--- src/include/evg_pkg.sv ---
// Operation
// Add load angle to commutation angle in the direction of motion.
// Load angle is zero unless the compensation enable bit is set.
// Maximum load angle register bounds the angle; resets to 255 (90 degrees).
// Zero up to minimum, linear up to minimum plus span, maximum above.
// Thresholds compare against filtered encoder velocity, not ramp velocity.
// Software keeps lag angle plus load angle below 180 degrees (511).
// Raw encoder velocity is readable in microsteps per second.
// Filtered velocity is readable and feeds the load angle computation.
// Eight-bit sample wait sets cycles between filter samples.
// Software sets sample wait above 32 with an incremental encoder.
// Absolute encoder uses the serial request period as sample wait.
// Filter: mean minus mean shifted by exponent plus raw shifted by exponent.
// Sixteen-bit update period refreshes high velocities; incremental minimum 256.
// Absolute encoder update period follows the encoder request rate.
// Low velocities are recomputed on AB transitions, not on the period.
// No AB transition for idle timeout cycles raises the encoder idle event.
// Linear region: maximum times velocity above minimum, divided by span.
package evg_pkg;

  localparam int unsigned CLK_FREQ_HZ = 100000000;
  localparam logic [47:0] CLK_HZ_W48  = 48'(CLK_FREQ_HZ);

  localparam logic [7:0] OFS_ENCODER_INPUT_CONFIG    = 8'h07;
  localparam logic [7:0] OFS_LOAD_ANGLE_MAXIMUM      = 8'h1c;
  localparam logic [7:0] OFS_EMF_VELOCITY_MINIMUM    = 8'h60;
  localparam logic [7:0] OFS_EMF_VELOCITY_SPAN       = 8'h61;
  localparam logic [7:0] OFS_ENCODER_IDLE_TIMEOUT    = 8'h62;
  localparam logic [7:0] OFS_VELOCITY_FILTER_CONFIG  = 8'h63;
  localparam logic [7:0] OFS_RAW_ENCODER_VELOCITY    = 8'h65;
  localparam logic [7:0] OFS_FILTERED_ENC_VELOCITY   = 8'h66;
  localparam logic [7:0] OFS_SERIAL_REQUEST_PERIOD   = 8'h70;
  localparam logic [7:0] OFS_ENCODER_STATUS          = 8'h71;

  localparam logic [7:0]  RST_LOAD_ANGLE_MAXIMUM     = 8'hff;
  localparam logic [31:0] RST_ENCODER_INPUT_CONFIG   = 32'h0000_0000;
  localparam logic [31:0] RST_EMF_VELOCITY_MINIMUM   = 32'h0000_0000;
  localparam logic [31:0] RST_EMF_VELOCITY_SPAN      = 32'h0000_0000;
  localparam logic [31:0] RST_ENCODER_IDLE_TIMEOUT   = 32'h0000_0000;
  localparam logic [31:0] RST_VELOCITY_FILTER_CONFIG = 32'h0000_0000;
  localparam logic [31:0] RST_SERIAL_REQUEST_PERIOD  = 32'h0000_0000;

  localparam int unsigned STATUS_IDLE_BIT        = 0;
  localparam logic [15:0] MIN_ABN_UPDATE_PERIOD  = 16'h0100;
  localparam logic [15:0] LOW_SPEED_EDGES        = 16'h0002;

  typedef struct packed {
    logic [29:0] reserved;
    logic        abs_encoder;
    logic        emf_comp_enable;
  } evg_enc_cfg_t;

  typedef struct packed {
    logic [15:0] velocity_update_period;
    logic [3:0]  reserved;
    logic [3:0]  filter_exponent;
    logic [7:0]  filter_sample_wait;
  } evg_filter_cfg_t;

  typedef struct packed {
    logic [7:0]  addr;
    logic [31:0] wdata;
    logic        wr;
    logic        rd;
  } evg_reg_req_t;

  typedef enum logic [1:0] {
    SEQ_IDLE,
    SEQ_VEL,
    SEQ_GAMMA
  } evg_seq_t;

endpackage : evg_pkg

--- src/rtl/evg_divider.sv ---
`timescale 1ns/1ps
// Restoring divider, one quotient bit per cycle. A zero divisor saturates the quotient.
module evg_divider #(
  parameter int unsigned W = 48
) (
  input  wire logic         sys_clk,
  input  wire logic         arst_n,
  input  wire logic         start,
  input  wire logic [W-1:0] num,
  input  wire logic [W-1:0] den,
  output logic              busy,
  output logic              done,
  output logic [W-1:0]      quot
);

  logic [W-1:0]         rem;
  logic [W-1:0]         dvs;
  logic [$clog2(W):0]   cnt;
  logic [W:0]           trial;

  assign trial = {rem, quot[W-1]} - {1'b0, dvs};

  always_ff @(posedge sys_clk or negedge arst_n)
  begin
    if (!arst_n)
    begin
      rem  <= '0;
      dvs  <= '0;
      quot <= '0;
      cnt  <= '0;
      busy <= 1'b0;
      done <= 1'b0;
    end
    else
    begin
      done <= 1'b0;
      if (start && !busy)
      begin
        rem  <= '0;
        dvs  <= den;
        quot <= num;
        cnt  <= ($clog2(W)+1)'(W);
        busy <= 1'b1;
      end
      else if (busy)
      begin
        if (dvs == '0)
        begin
          quot <= '1;
          busy <= 1'b0;
          done <= 1'b1;
        end
        else
        begin
          if (!trial[W])
          begin
            rem  <= trial[W-1:0];
            quot <= {quot[W-2:0], 1'b1};
          end
          else
          begin
            rem  <= {rem[W-2:0], quot[W-1]};
            quot <= {quot[W-2:0], 1'b0};
          end
          cnt <= cnt - 1'b1;
          if (cnt == ($clog2(W)+1)'(1))
          begin
            busy <= 1'b0;
            done <= 1'b1;
          end
        end
      end
    end
  end

endmodule : evg_divider

--- src/rtl/evg_emf_comp.sv ---
`timescale 1ns/1ps
module evg_emf_comp #(
  parameter int unsigned ANGLE_W = 10,
  parameter int unsigned DIV_W   = 48
) (
  input  wire logic                  sys_clk,
  input  wire logic                  arst_n,
  input  wire evg_pkg::evg_reg_req_t reg_req,
  output logic [31:0]                rd_data,
  input  wire logic                  enc_a,
  input  wire logic                  enc_b,
  input  wire logic                  abs_pos_valid,
  input  wire logic [31:0]           abs_pos,
  input  wire logic [ANGLE_W-1:0]    commut_angle,
  output logic [ANGLE_W-1:0]         comp_angle,
  output logic [7:0]                 load_angle,
  output logic                       encoder_idle_event
);

  logic [7:0]               load_angle_maximum;
  evg_pkg::evg_enc_cfg_t    encoder_input_config;
  logic [31:0]              emf_velocity_minimum;
  logic [31:0]              emf_velocity_span;
  logic [31:0]              encoder_idle_timeout;
  evg_pkg::evg_filter_cfg_t velocity_filter_config;
  logic [31:0]              serial_request_period;
  logic                     idle_flag;
  logic signed [31:0]       raw_encoder_velocity;
  logic signed [31:0]       filtered_encoder_velocity;

  logic [2:0]   a_sync;
  logic [2:0]   b_sync;
  logic         a_q;
  logic         b_q;
  logic [1:0]   ab_prev;
  logic         ab_edge;
  logic         step_up;
  logic [15:0]  win_cnt;
  logic [15:0]  period_eff;
  logic signed [16:0] win_delta;
  logic [15:0]  win_mag;
  logic         slow_mode;
  logic [31:0]  gap;
  logic         idle_hit;
  logic [31:0]  abs_prev;
  logic [31:0]  abs_delta;
  logic [31:0]  abs_mag;
  logic [19:0]  abs_mag_clip;
  logic [31:0]  wait_cnt;
  logic [31:0]  wait_eff;
  logic [31:0]  mean_abs;
  logic [32:0]  upper_edge;
  logic         linear_region;
  logic [7:0]   gamma_lin;
  logic         wr_en;

  logic              vel_pend;
  logic [DIV_W-1:0]  vel_num;
  logic [DIV_W-1:0]  vel_den;
  logic              vel_neg;
  logic              new_job;
  logic [DIV_W-1:0]  new_num;
  logic [DIV_W-1:0]  new_den;
  logic              new_neg;
  evg_pkg::evg_seq_t seq;
  logic              div_start;
  logic [DIV_W-1:0]  div_num;
  logic [DIV_W-1:0]  div_den;
  logic              div_busy;
  logic              div_done;
  logic [DIV_W-1:0]  div_quot;

  assign wr_en = reg_req.wr;

  // Register writes; reads of the two velocity registers have no side effect.
  always_ff @(posedge sys_clk or negedge arst_n)
  begin
    if (!arst_n)
    begin
      load_angle_maximum     <= evg_pkg::RST_LOAD_ANGLE_MAXIMUM;
      encoder_input_config   <= evg_pkg::RST_ENCODER_INPUT_CONFIG;
      emf_velocity_minimum   <= evg_pkg::RST_EMF_VELOCITY_MINIMUM;
      emf_velocity_span      <= evg_pkg::RST_EMF_VELOCITY_SPAN;
      encoder_idle_timeout   <= evg_pkg::RST_ENCODER_IDLE_TIMEOUT;
      velocity_filter_config <= evg_pkg::RST_VELOCITY_FILTER_CONFIG;
      serial_request_period  <= evg_pkg::RST_SERIAL_REQUEST_PERIOD;
    end
    else if (wr_en)
    begin
      unique case (reg_req.addr)
        evg_pkg::OFS_LOAD_ANGLE_MAXIMUM:     load_angle_maximum     <= reg_req.wdata[7:0];
        evg_pkg::OFS_ENCODER_INPUT_CONFIG:   encoder_input_config   <= reg_req.wdata;
        evg_pkg::OFS_EMF_VELOCITY_MINIMUM:   emf_velocity_minimum   <= reg_req.wdata;
        evg_pkg::OFS_EMF_VELOCITY_SPAN:      emf_velocity_span      <= reg_req.wdata;
        evg_pkg::OFS_ENCODER_IDLE_TIMEOUT:   encoder_idle_timeout   <= reg_req.wdata;
        evg_pkg::OFS_VELOCITY_FILTER_CONFIG: velocity_filter_config <= reg_req.wdata;
        evg_pkg::OFS_SERIAL_REQUEST_PERIOD:  serial_request_period  <= reg_req.wdata;
        default:                             ;
      endcase
    end
  end

  always_ff @(posedge sys_clk or negedge arst_n)
  begin
    if (!arst_n)
      rd_data <= 32'h0000_0000;
    else if (reg_req.rd)
    begin
      unique case (reg_req.addr)
        evg_pkg::OFS_LOAD_ANGLE_MAXIMUM:     rd_data <= {24'h00_0000, load_angle_maximum};
        evg_pkg::OFS_ENCODER_INPUT_CONFIG:   rd_data <= encoder_input_config;
        evg_pkg::OFS_EMF_VELOCITY_MINIMUM:   rd_data <= emf_velocity_minimum;
        evg_pkg::OFS_EMF_VELOCITY_SPAN:      rd_data <= emf_velocity_span;
        evg_pkg::OFS_ENCODER_IDLE_TIMEOUT:   rd_data <= encoder_idle_timeout;
        evg_pkg::OFS_VELOCITY_FILTER_CONFIG: rd_data <= velocity_filter_config;
        evg_pkg::OFS_SERIAL_REQUEST_PERIOD:  rd_data <= serial_request_period;
        evg_pkg::OFS_RAW_ENCODER_VELOCITY:   rd_data <= raw_encoder_velocity;
        evg_pkg::OFS_FILTERED_ENC_VELOCITY:  rd_data <= filtered_encoder_velocity;
        evg_pkg::OFS_ENCODER_STATUS:         rd_data <= {31'h0000_0000, idle_flag};
        default:                             rd_data <= 32'h0000_0000;
      endcase
    end
  end

  // Sticky idle flag, write one to clear; a new idle hit in the same cycle wins.
  always_ff @(posedge sys_clk or negedge arst_n)
  begin
    if (!arst_n)
      idle_flag <= 1'b0;
    else if (idle_hit)
      idle_flag <= 1'b1;
    else if (wr_en && reg_req.addr == evg_pkg::OFS_ENCODER_STATUS
             && reg_req.wdata[evg_pkg::STATUS_IDLE_BIT])
      idle_flag <= 1'b0;
  end

  // Encoder pins are asynchronous; a level is accepted once stages two and three agree.
  always_ff @(posedge sys_clk or negedge arst_n)
  begin
    if (!arst_n)
    begin
      a_sync  <= 3'h0;
      b_sync  <= 3'h0;
      a_q     <= 1'b0;
      b_q     <= 1'b0;
      ab_prev <= 2'h0;
    end
    else
    begin
      a_sync  <= {a_sync[1:0], enc_a};
      b_sync  <= {b_sync[1:0], enc_b};
      if (a_sync[1] == a_sync[2])
        a_q <= a_sync[2];
      if (b_sync[1] == b_sync[2])
        b_q <= b_sync[2];
      ab_prev <= {a_q, b_q};
    end
  end

  assign ab_edge = ({a_q, b_q} != ab_prev);
  assign step_up = ab_prev[0] ^ a_q;

  assign period_eff = encoder_input_config.abs_encoder ? velocity_filter_config.velocity_update_period
                    : (velocity_filter_config.velocity_update_period < evg_pkg::MIN_ABN_UPDATE_PERIOD)
                    ? evg_pkg::MIN_ABN_UPDATE_PERIOD
                    : velocity_filter_config.velocity_update_period;
  assign win_mag    = win_delta[16] ? 16'(-win_delta) : win_delta[15:0];
  assign abs_delta  = abs_pos - abs_prev;
  assign abs_mag    = abs_delta[31] ? -abs_delta : abs_delta;
  assign abs_mag_clip = (abs_mag > 32'h000f_ffff) ? 20'hf_ffff : abs_mag[19:0];
  assign idle_hit   = !ab_edge && encoder_idle_timeout != 32'h0000_0000
                    && gap == encoder_idle_timeout - 32'h0000_0001;

  // Edge counting window, gap timer and absolute position history.
  always_ff @(posedge sys_clk or negedge arst_n)
  begin
    if (!arst_n)
    begin
      win_cnt   <= 16'h0000;
      win_delta <= 17'h0_0000;
      slow_mode <= 1'b1;
      gap       <= 32'h0000_0000;
      abs_prev  <= 32'h0000_0000;
    end
    else
    begin
      if (win_cnt >= period_eff - 16'h0001)
      begin
        win_cnt   <= 16'h0000;
        win_delta <= ab_edge ? (step_up ? 17'sh0_0001 : -17'sh0_0001) : 17'h0_0000;
        slow_mode <= win_mag < evg_pkg::LOW_SPEED_EDGES;
      end
      else
      begin
        win_cnt <= win_cnt + 16'h0001;
        if (ab_edge)
          win_delta <= step_up ? win_delta + 17'sh0_0001 : win_delta - 17'sh0_0001;
      end
      if (ab_edge)
        gap <= 32'h0000_0000;
      else if (gap != 32'hffff_ffff)
        gap <= gap + 32'h0000_0001;
      if (abs_pos_valid)
        abs_prev <= abs_pos;
    end
  end

  // Velocity division jobs: the latest request replaces one still waiting.
  always_comb
  begin
    new_job = 1'b0;
    new_num = '0;
    new_den = '0;
    new_neg = 1'b0;
    if (encoder_input_config.abs_encoder)
    begin
      if (abs_pos_valid)
      begin
        new_job = 1'b1;
        new_num = DIV_W'(abs_mag_clip) * evg_pkg::CLK_HZ_W48;
        new_den = DIV_W'(serial_request_period);
        new_neg = abs_delta[31];
      end
    end
    else if (win_cnt >= period_eff - 16'h0001 && win_mag >= evg_pkg::LOW_SPEED_EDGES)
    begin
      new_job = 1'b1;
      new_num = DIV_W'(win_mag) * evg_pkg::CLK_HZ_W48;
      new_den = DIV_W'(period_eff);
      new_neg = win_delta[16];
    end
    else if (ab_edge && slow_mode)
    begin
      new_job = 1'b1;
      new_num = evg_pkg::CLK_HZ_W48;
      new_den = DIV_W'({1'b0, gap}) + DIV_W'(1);
      new_neg = !step_up;
    end
  end

  assign mean_abs      = filtered_encoder_velocity[31] ? 32'(-filtered_encoder_velocity)
                       : filtered_encoder_velocity;
  assign upper_edge    = {1'b0, emf_velocity_minimum} + {1'b0, emf_velocity_span};
  assign linear_region = mean_abs > emf_velocity_minimum && {1'b0, mean_abs} <= upper_edge;

  assign div_start = (seq == evg_pkg::SEQ_IDLE) && !div_busy
                   && (vel_pend || (encoder_input_config.emf_comp_enable && linear_region));
  assign div_num   = vel_pend ? vel_num
                   : DIV_W'(load_angle_maximum) * DIV_W'(mean_abs - emf_velocity_minimum);
  assign div_den   = vel_pend ? vel_den : DIV_W'(emf_velocity_span);

  evg_divider #(
    .W (DIV_W)
  ) u_divider (
    .sys_clk (sys_clk),
    .arst_n  (arst_n),
    .start   (div_start),
    .num     (div_num),
    .den     (div_den),
    .busy    (div_busy),
    .done    (div_done),
    .quot    (div_quot)
  );

  always_ff @(posedge sys_clk or negedge arst_n)
  begin
    if (!arst_n)
    begin
      vel_pend <= 1'b0;
      vel_num  <= '0;
      vel_den  <= '0;
      vel_neg  <= 1'b0;
    end
    else if (new_job)
    begin
      vel_pend <= 1'b1;
      vel_num  <= new_num;
      vel_den  <= new_den;
      vel_neg  <= new_neg;
    end
    else if (idle_hit || div_start)
      vel_pend <= 1'b0;
  end

  always_ff @(posedge sys_clk or negedge arst_n)
  begin
    if (!arst_n)
      seq <= evg_pkg::SEQ_IDLE;
    else
    begin
      unique case (seq)
        evg_pkg::SEQ_IDLE:  if (div_start) seq <= vel_pend ? evg_pkg::SEQ_VEL : evg_pkg::SEQ_GAMMA;
        evg_pkg::SEQ_VEL:   if (div_done) seq <= evg_pkg::SEQ_IDLE;
        evg_pkg::SEQ_GAMMA: if (div_done) seq <= evg_pkg::SEQ_IDLE;
      endcase
    end
  end

  // Raw velocity saturates at the largest positive magnitude; an idle hit forces zero.
  always_ff @(posedge sys_clk or negedge arst_n)
  begin
    if (!arst_n)
      raw_encoder_velocity <= 32'h0000_0000;
    else if (idle_hit)
      raw_encoder_velocity <= 32'h0000_0000;
    else if (div_done && seq == evg_pkg::SEQ_VEL)
    begin
      if (div_quot > DIV_W'(32'h7fff_ffff))
        raw_encoder_velocity <= vel_neg ? 32'h8000_0001 : 32'h7fff_ffff;
      else
        raw_encoder_velocity <= vel_neg ? -div_quot[31:0] : div_quot[31:0];
    end
  end

  always_ff @(posedge sys_clk or negedge arst_n)
  begin
    if (!arst_n)
      gamma_lin <= 8'h00;
    else if (div_done && seq == evg_pkg::SEQ_GAMMA)
      gamma_lin <= (div_quot > DIV_W'(load_angle_maximum)) ? load_angle_maximum : div_quot[7:0];
  end

  assign wait_eff = encoder_input_config.abs_encoder ? serial_request_period
                  : {24'h00_0000, velocity_filter_config.filter_sample_wait};

  always_ff @(posedge sys_clk or negedge arst_n)
  begin
    if (!arst_n)
    begin
      wait_cnt                  <= 32'h0000_0000;
      filtered_encoder_velocity <= 32'h0000_0000;
    end
    else if (wait_cnt >= wait_eff)
    begin
      wait_cnt                  <= 32'h0000_0000;
      filtered_encoder_velocity <= filtered_encoder_velocity
                                 - (filtered_encoder_velocity >>> velocity_filter_config.filter_exponent)
                                 + (raw_encoder_velocity >>> velocity_filter_config.filter_exponent);
    end
    else
      wait_cnt <= wait_cnt + 32'h0000_0001;
  end

  // The linear value may lag one division behind a change of the filtered velocity.
  always_ff @(posedge sys_clk or negedge arst_n)
  begin
    if (!arst_n)
      load_angle <= 8'h00;
    else if (!encoder_input_config.emf_comp_enable)
      load_angle <= 8'h00;
    else if (mean_abs <= emf_velocity_minimum)
      load_angle <= 8'h00;
    else if ({1'b0, mean_abs} > upper_edge)
      load_angle <= load_angle_maximum;
    else
      load_angle <= (gamma_lin > load_angle_maximum) ? load_angle_maximum : gamma_lin;
  end

  // Angle wraps modulo one electrical turn; software keeps lag plus load below 180 degrees.
  always_ff @(posedge sys_clk or negedge arst_n)
  begin
    if (!arst_n)
      comp_angle <= '0;
    else if (filtered_encoder_velocity[31])
      comp_angle <= commut_angle - ANGLE_W'(load_angle);
    else
      comp_angle <= commut_angle + ANGLE_W'(load_angle);
  end

  always_ff @(posedge sys_clk or negedge arst_n)
  begin
    if (!arst_n)
      encoder_idle_event <= 1'b0;
    else
      encoder_idle_event <= idle_hit;
  end

endmodule : evg_emf_comp

--- config.mk ---
export PLATFORM = sky130hd
export DESIGN_NAME = evg_emf_comp
export DESIGN_NICKNAME = d
export VERILOG_FILES = /design/src/include/evg_pkg.sv /design/src/rtl/evg_divider.sv /design/src/rtl/evg_emf_comp.sv
export SDC_FILE = /design/constraint.sdc
export NUM_CORES = 2
export LEC_CHECK = 0
export ABC_CLOCK_PERIOD_IN_PS = 11390
export BUFFER_PORTS_ARGS = -buffer_cell sky130_fd_sc_hd__buf_2
export CAP_MARGIN = 20
export CORE_ASPECT_RATIO = 0.8
export CORE_MARGIN = 2
export CORE_UTILIZATION = 50
export DETAILED_ROUTE_END_ITERATION = 10
export GPL_ROUTABILITY_DRIVEN = 0
export MAX_ROUTING_LAYER = met4
export PLACE_DENSITY = 0.63
export SLEW_MARGIN = 20
export SYNTH_ARGS = -nofsm -noshare
export SYNTH_HDL_FRONTEND = slang
export SYNTH_SLANG_ARGS = --single-unit
--- constraint.sdc ---
create_clock -name sys_clk -period 11.39 [get_ports sys_clk]
set_input_delay 1.7085 -clock sys_clk [delete_from_list [all_inputs] [get_ports sys_clk]]
set_output_delay 1.7085 -clock sys_clk [all_outputs]
set_load 0.005 [all_outputs]
==> metrics.csv <==
stage,metric,value,unit
yosys,"Seq/Total Area, Yosys",23.9,%
detailed_routing,Post-Route WL,231000,um
detailed_routing,DRC viols,0,
clock_network,clk_lat worst skew,0.72,ns
placement,I/O Buffers,139,
worst_hold_path,class of the worst hold path,reg2reg,
yosys,area share of the largest cell type after synthesis,23.6,%
clock_network,"Clk pin slew, worst setup/hold paths",0.05,ns
timing,fmax,90.5,MHz
worst_setup_path,Worst Setup End Kind,register,
yosys,synth unique cells,103,
floorplanning,# IOs,140,
clock_network,# H-tree levels,3,
floorplanning,Die ar.,145000,um2
yosys,cell accounting for the most synthesized area,dfrtp_1,
global_route,wire length of the first global-routing pass,356000,um
worst_setup_path,R2R Setup Slk,0.79,ns
yosys,Synth Net Count,9218,
floorplanning,Die Span Y,341,um
global_route,grt ovf,0,
worst_setup_path,CP max stage cell,fa_1,
clock_network,number of buffers created by CTS,82,
cells_and_area,fin util,56.0,%
timing,Final Max Slew Viols,0,
timing,worst rel slew slack,16.1,%
timing,final setup fails,0,
detailed_routing,Via density,6.05,
floorplanning,core box area,141000,um2
yosys,Mapped Cells,7967,
yosys,largest cells by area after synthesis,"dfrtp_1 24%, fa_1 14%, ha_1 11%",
worst_setup_path,"Max FO, Critical Path",8,
detailed_routing,DR vias,61400,
floorplanning,Die W,425,um
cells_and_area,Area Growth Syn to Fin,11.1,%
cells_and_area,Final nets,9434,
job,max-cap viol count,0,
worst_setup_path,Startpoint Class,primary input,
timing,minimum clock period after layout,11.05,ns
timing,tightest hold margin,0.351,ns
worst_setup_path,Crit path required time,11.91,ns
clock_network,CTS hold repair buffers,0,
worst_setup_path,crit path DAT,11.57,ns
yosys,Post-synth EDFFs,0,
worst_setup_path,max incr delay on CP,0.54,ns
worst_setup_path,crit-path most repeated cell,inv_1,
timing,"Hold Vio Cnt, Final",0,
timing,clk_skew,0.0629,ns
floorplanning,initial core utilization,50.4,%
timing,Slew @ Worst Pin,1.25,ns
timing,final worst setup slack,0.339,ns
clock_network,CTS tree,done,
clock_network,CTS Root Cell,clkbuf_16,
timing,fin crit share,97.0,%
placement,Worst Setup Slack post-DPL,-0.544,ns
yosys,synth warn,0,
yosys,"flops & latches, synth",678,
floorplanning,Rows,123,
global_route,largest net degree at the start of global routing,171,
yosys,"Top FF cell, synth",dfrtp_1,
global_route,antenna violations before repair,14,
cells_and_area,Fill cells,12800,
detailed_routing,wire per inst,22.8,um
detailed_routing,DRC violation total after the first TritonRoute iteration,6428,
worst_setup_path,crit path kind,in2reg,
cells_and_area,layout cells sized above 1,12.7,%
yosys,Post-synth ARST share,100,%
yosys,post-synthesis area per instance,8.90,um2
placement,Post-DP HPWL,179000,um
detailed_routing,post-route ant nets,0,
outcome,status,completed,
global_route,vias in the first global route,58900,
clock_network,Clock Tree Buf Depth,3,
placement,DP Cell Count,9963,
clock_network,Clock Sinks,678,
yosys,mapped cell area,70900,um2
cells_and_area,Final Non-Filler Cells,10100,
detailed_routing,Pre-antenna DRT Iters,8,
global_route,GR Util All Layers,32.6,%
## stage by stage
| step | TNS (ns) | instance area [um2] |
|---|---|---|
| floorplan | 0 | 70900 |
| global placement | -2.17 | 75400 |
| detailed placement | -3.97 | 75400 |
| CTS | 0 | 78300 |
| global route | -0.191 | 78800 |
| finish | 0 | 78800 |
## repair_timing
action,in CTS,in global routing
buffers inserted,0,7
endpoints found under the setup margin,0,13
resized for setup,0,73
## flip-flops by register name, indices dropped and copies added, names as in the netlist, 33 cells and up
signal / flops
vel_den: 33
u_divider.quot: 48
u_divider.rem: 48
vel_num: 39
u_divider.dvs: 33
## cell usage after synthesis (all sizes together) (155+ instances only)
cell / count
a21o: 164
a21oi: 516
and2: 167
clkbuf: 304
dfrtp: 669
fa: 512
ha: 650
inv: 848
mux2: 214
mux2i: 155
nand2: 655
nand3: 165
nor2: 572
o21ai: 535
xnor2: 256
xor2: 186
## layer usage
layer | up-vias | share of wire (%) | GRT usage [%] | wire (um)
li1 | 28000 | - | - | -
met3 | 416 | 9.2 | 6.79 | 21400
met2 | 2578 | 42 | 46.0 | 97600
met1 | 30400 | 45 | 46.7 | 104000
met4 | 0 | 3.5 | 10.4 | 8210
met5 | - | 0 | - | 0
## cells in the final DEF, fill, tap and decap left out, types with 22 or more instances in the layout
cell and instances:
inv_1 842, dfrtp_1 663, nand2_1 646, ha_1 638, nor2_1 568, o21ai_0 520, a21oi_1 507, fa_1 507
buf_4 370, xnor2_1 254, mux2_2 214, xor2_1 186, a21o_1 164, nand3_1 164, and2_1 163, mux2i_1 155
nor3_1 147, buf_2 138, a22oi_1 96, clkbuf_16 85, nor2b_1 71, nand2b_1 68, and3_1 65, o21a_1 63
a211oi_1 57, nand4_1 52, o211ai_1 46, a31oi_1 44, nor4_1 42, or3_1 36, a41oi_1 34, mux4_2 34
o31ai_1 33, o21bai_1 29, a221oi_1 26, a21boi_0 23, or4_1 22
## worst max-delay path, delay by kind of cell
kind,cells,cell delay [ns]
AOI/OAI and AO/OA,18,3.19
xor gates and xnor gates,1,0.06
adders and majority gates,9,3.69
buffers and inverters,11,1.08
and+or+nand+nor,7,1.80
## final timing paths
path                                                           from                                         to  cells past startpoint
min reg2reg                                     a_sync[0]$_DFF_PN0_                        a_sync[1]$_DFF_PN0_                      0
min in group asynchronous                                    arst_n  filtered_encoder_velocity[18]$_DFFE_PN0N_                      1
max                                                      abs_pos[0]                    vel_num[42]$_DFFE_PN0P_                     46
min                                             a_sync[0]$_DFF_PN0_                        a_sync[1]$_DFF_PN0_                      0
max in group asynchronous                                    arst_n                  win_delta[10]$_DFFE_PN0P_                      3
max reg2reg                filtered_encoder_velocity[2]$_DFFE_PN0N_             u_divider.quot[40]$_DFFE_PN0P_                     41
## kinds of logic (layout without fill, tap and decap cells)
family | Yosys count | in the layout | synth area share (%)
other | 0 | 17 | 0
XOR/XNOR | 442 | 442 | 5.46
multiplexers | 403 | 403 | 6.67
AND/OR/NAND/NOR | 2164 | 2164 | 14.5
adder cells (fa/ha/maj) | 1164 | 1164 | 26.0
AO/OA/AOI/OAI | 1883 | 1883 | 16.8
buffers and inverters | 1233 | 1513 | 6.61
flip-flops | 678 | 678 | 23.9
## cell type report
cell class                      count  area [um2]  share of cell area (%)
Antenna cell                       17        42.5                  0.0540
Clock buffer                      116        2420                    3.07
Clock inverter                     32         505                   0.642
Inverter                          850        3190                    4.05
Multi-Input combinational cell   6056       49700                    63.1
Sequential cell                   678       17000                    21.6
Tap cell                         1875        2350                    2.98
Timing Repair Buffer              515        3600                    4.57
Power is not shown: default switching activity piles up to over one toggle a cycle in this logic, so the estimate is an artifact.
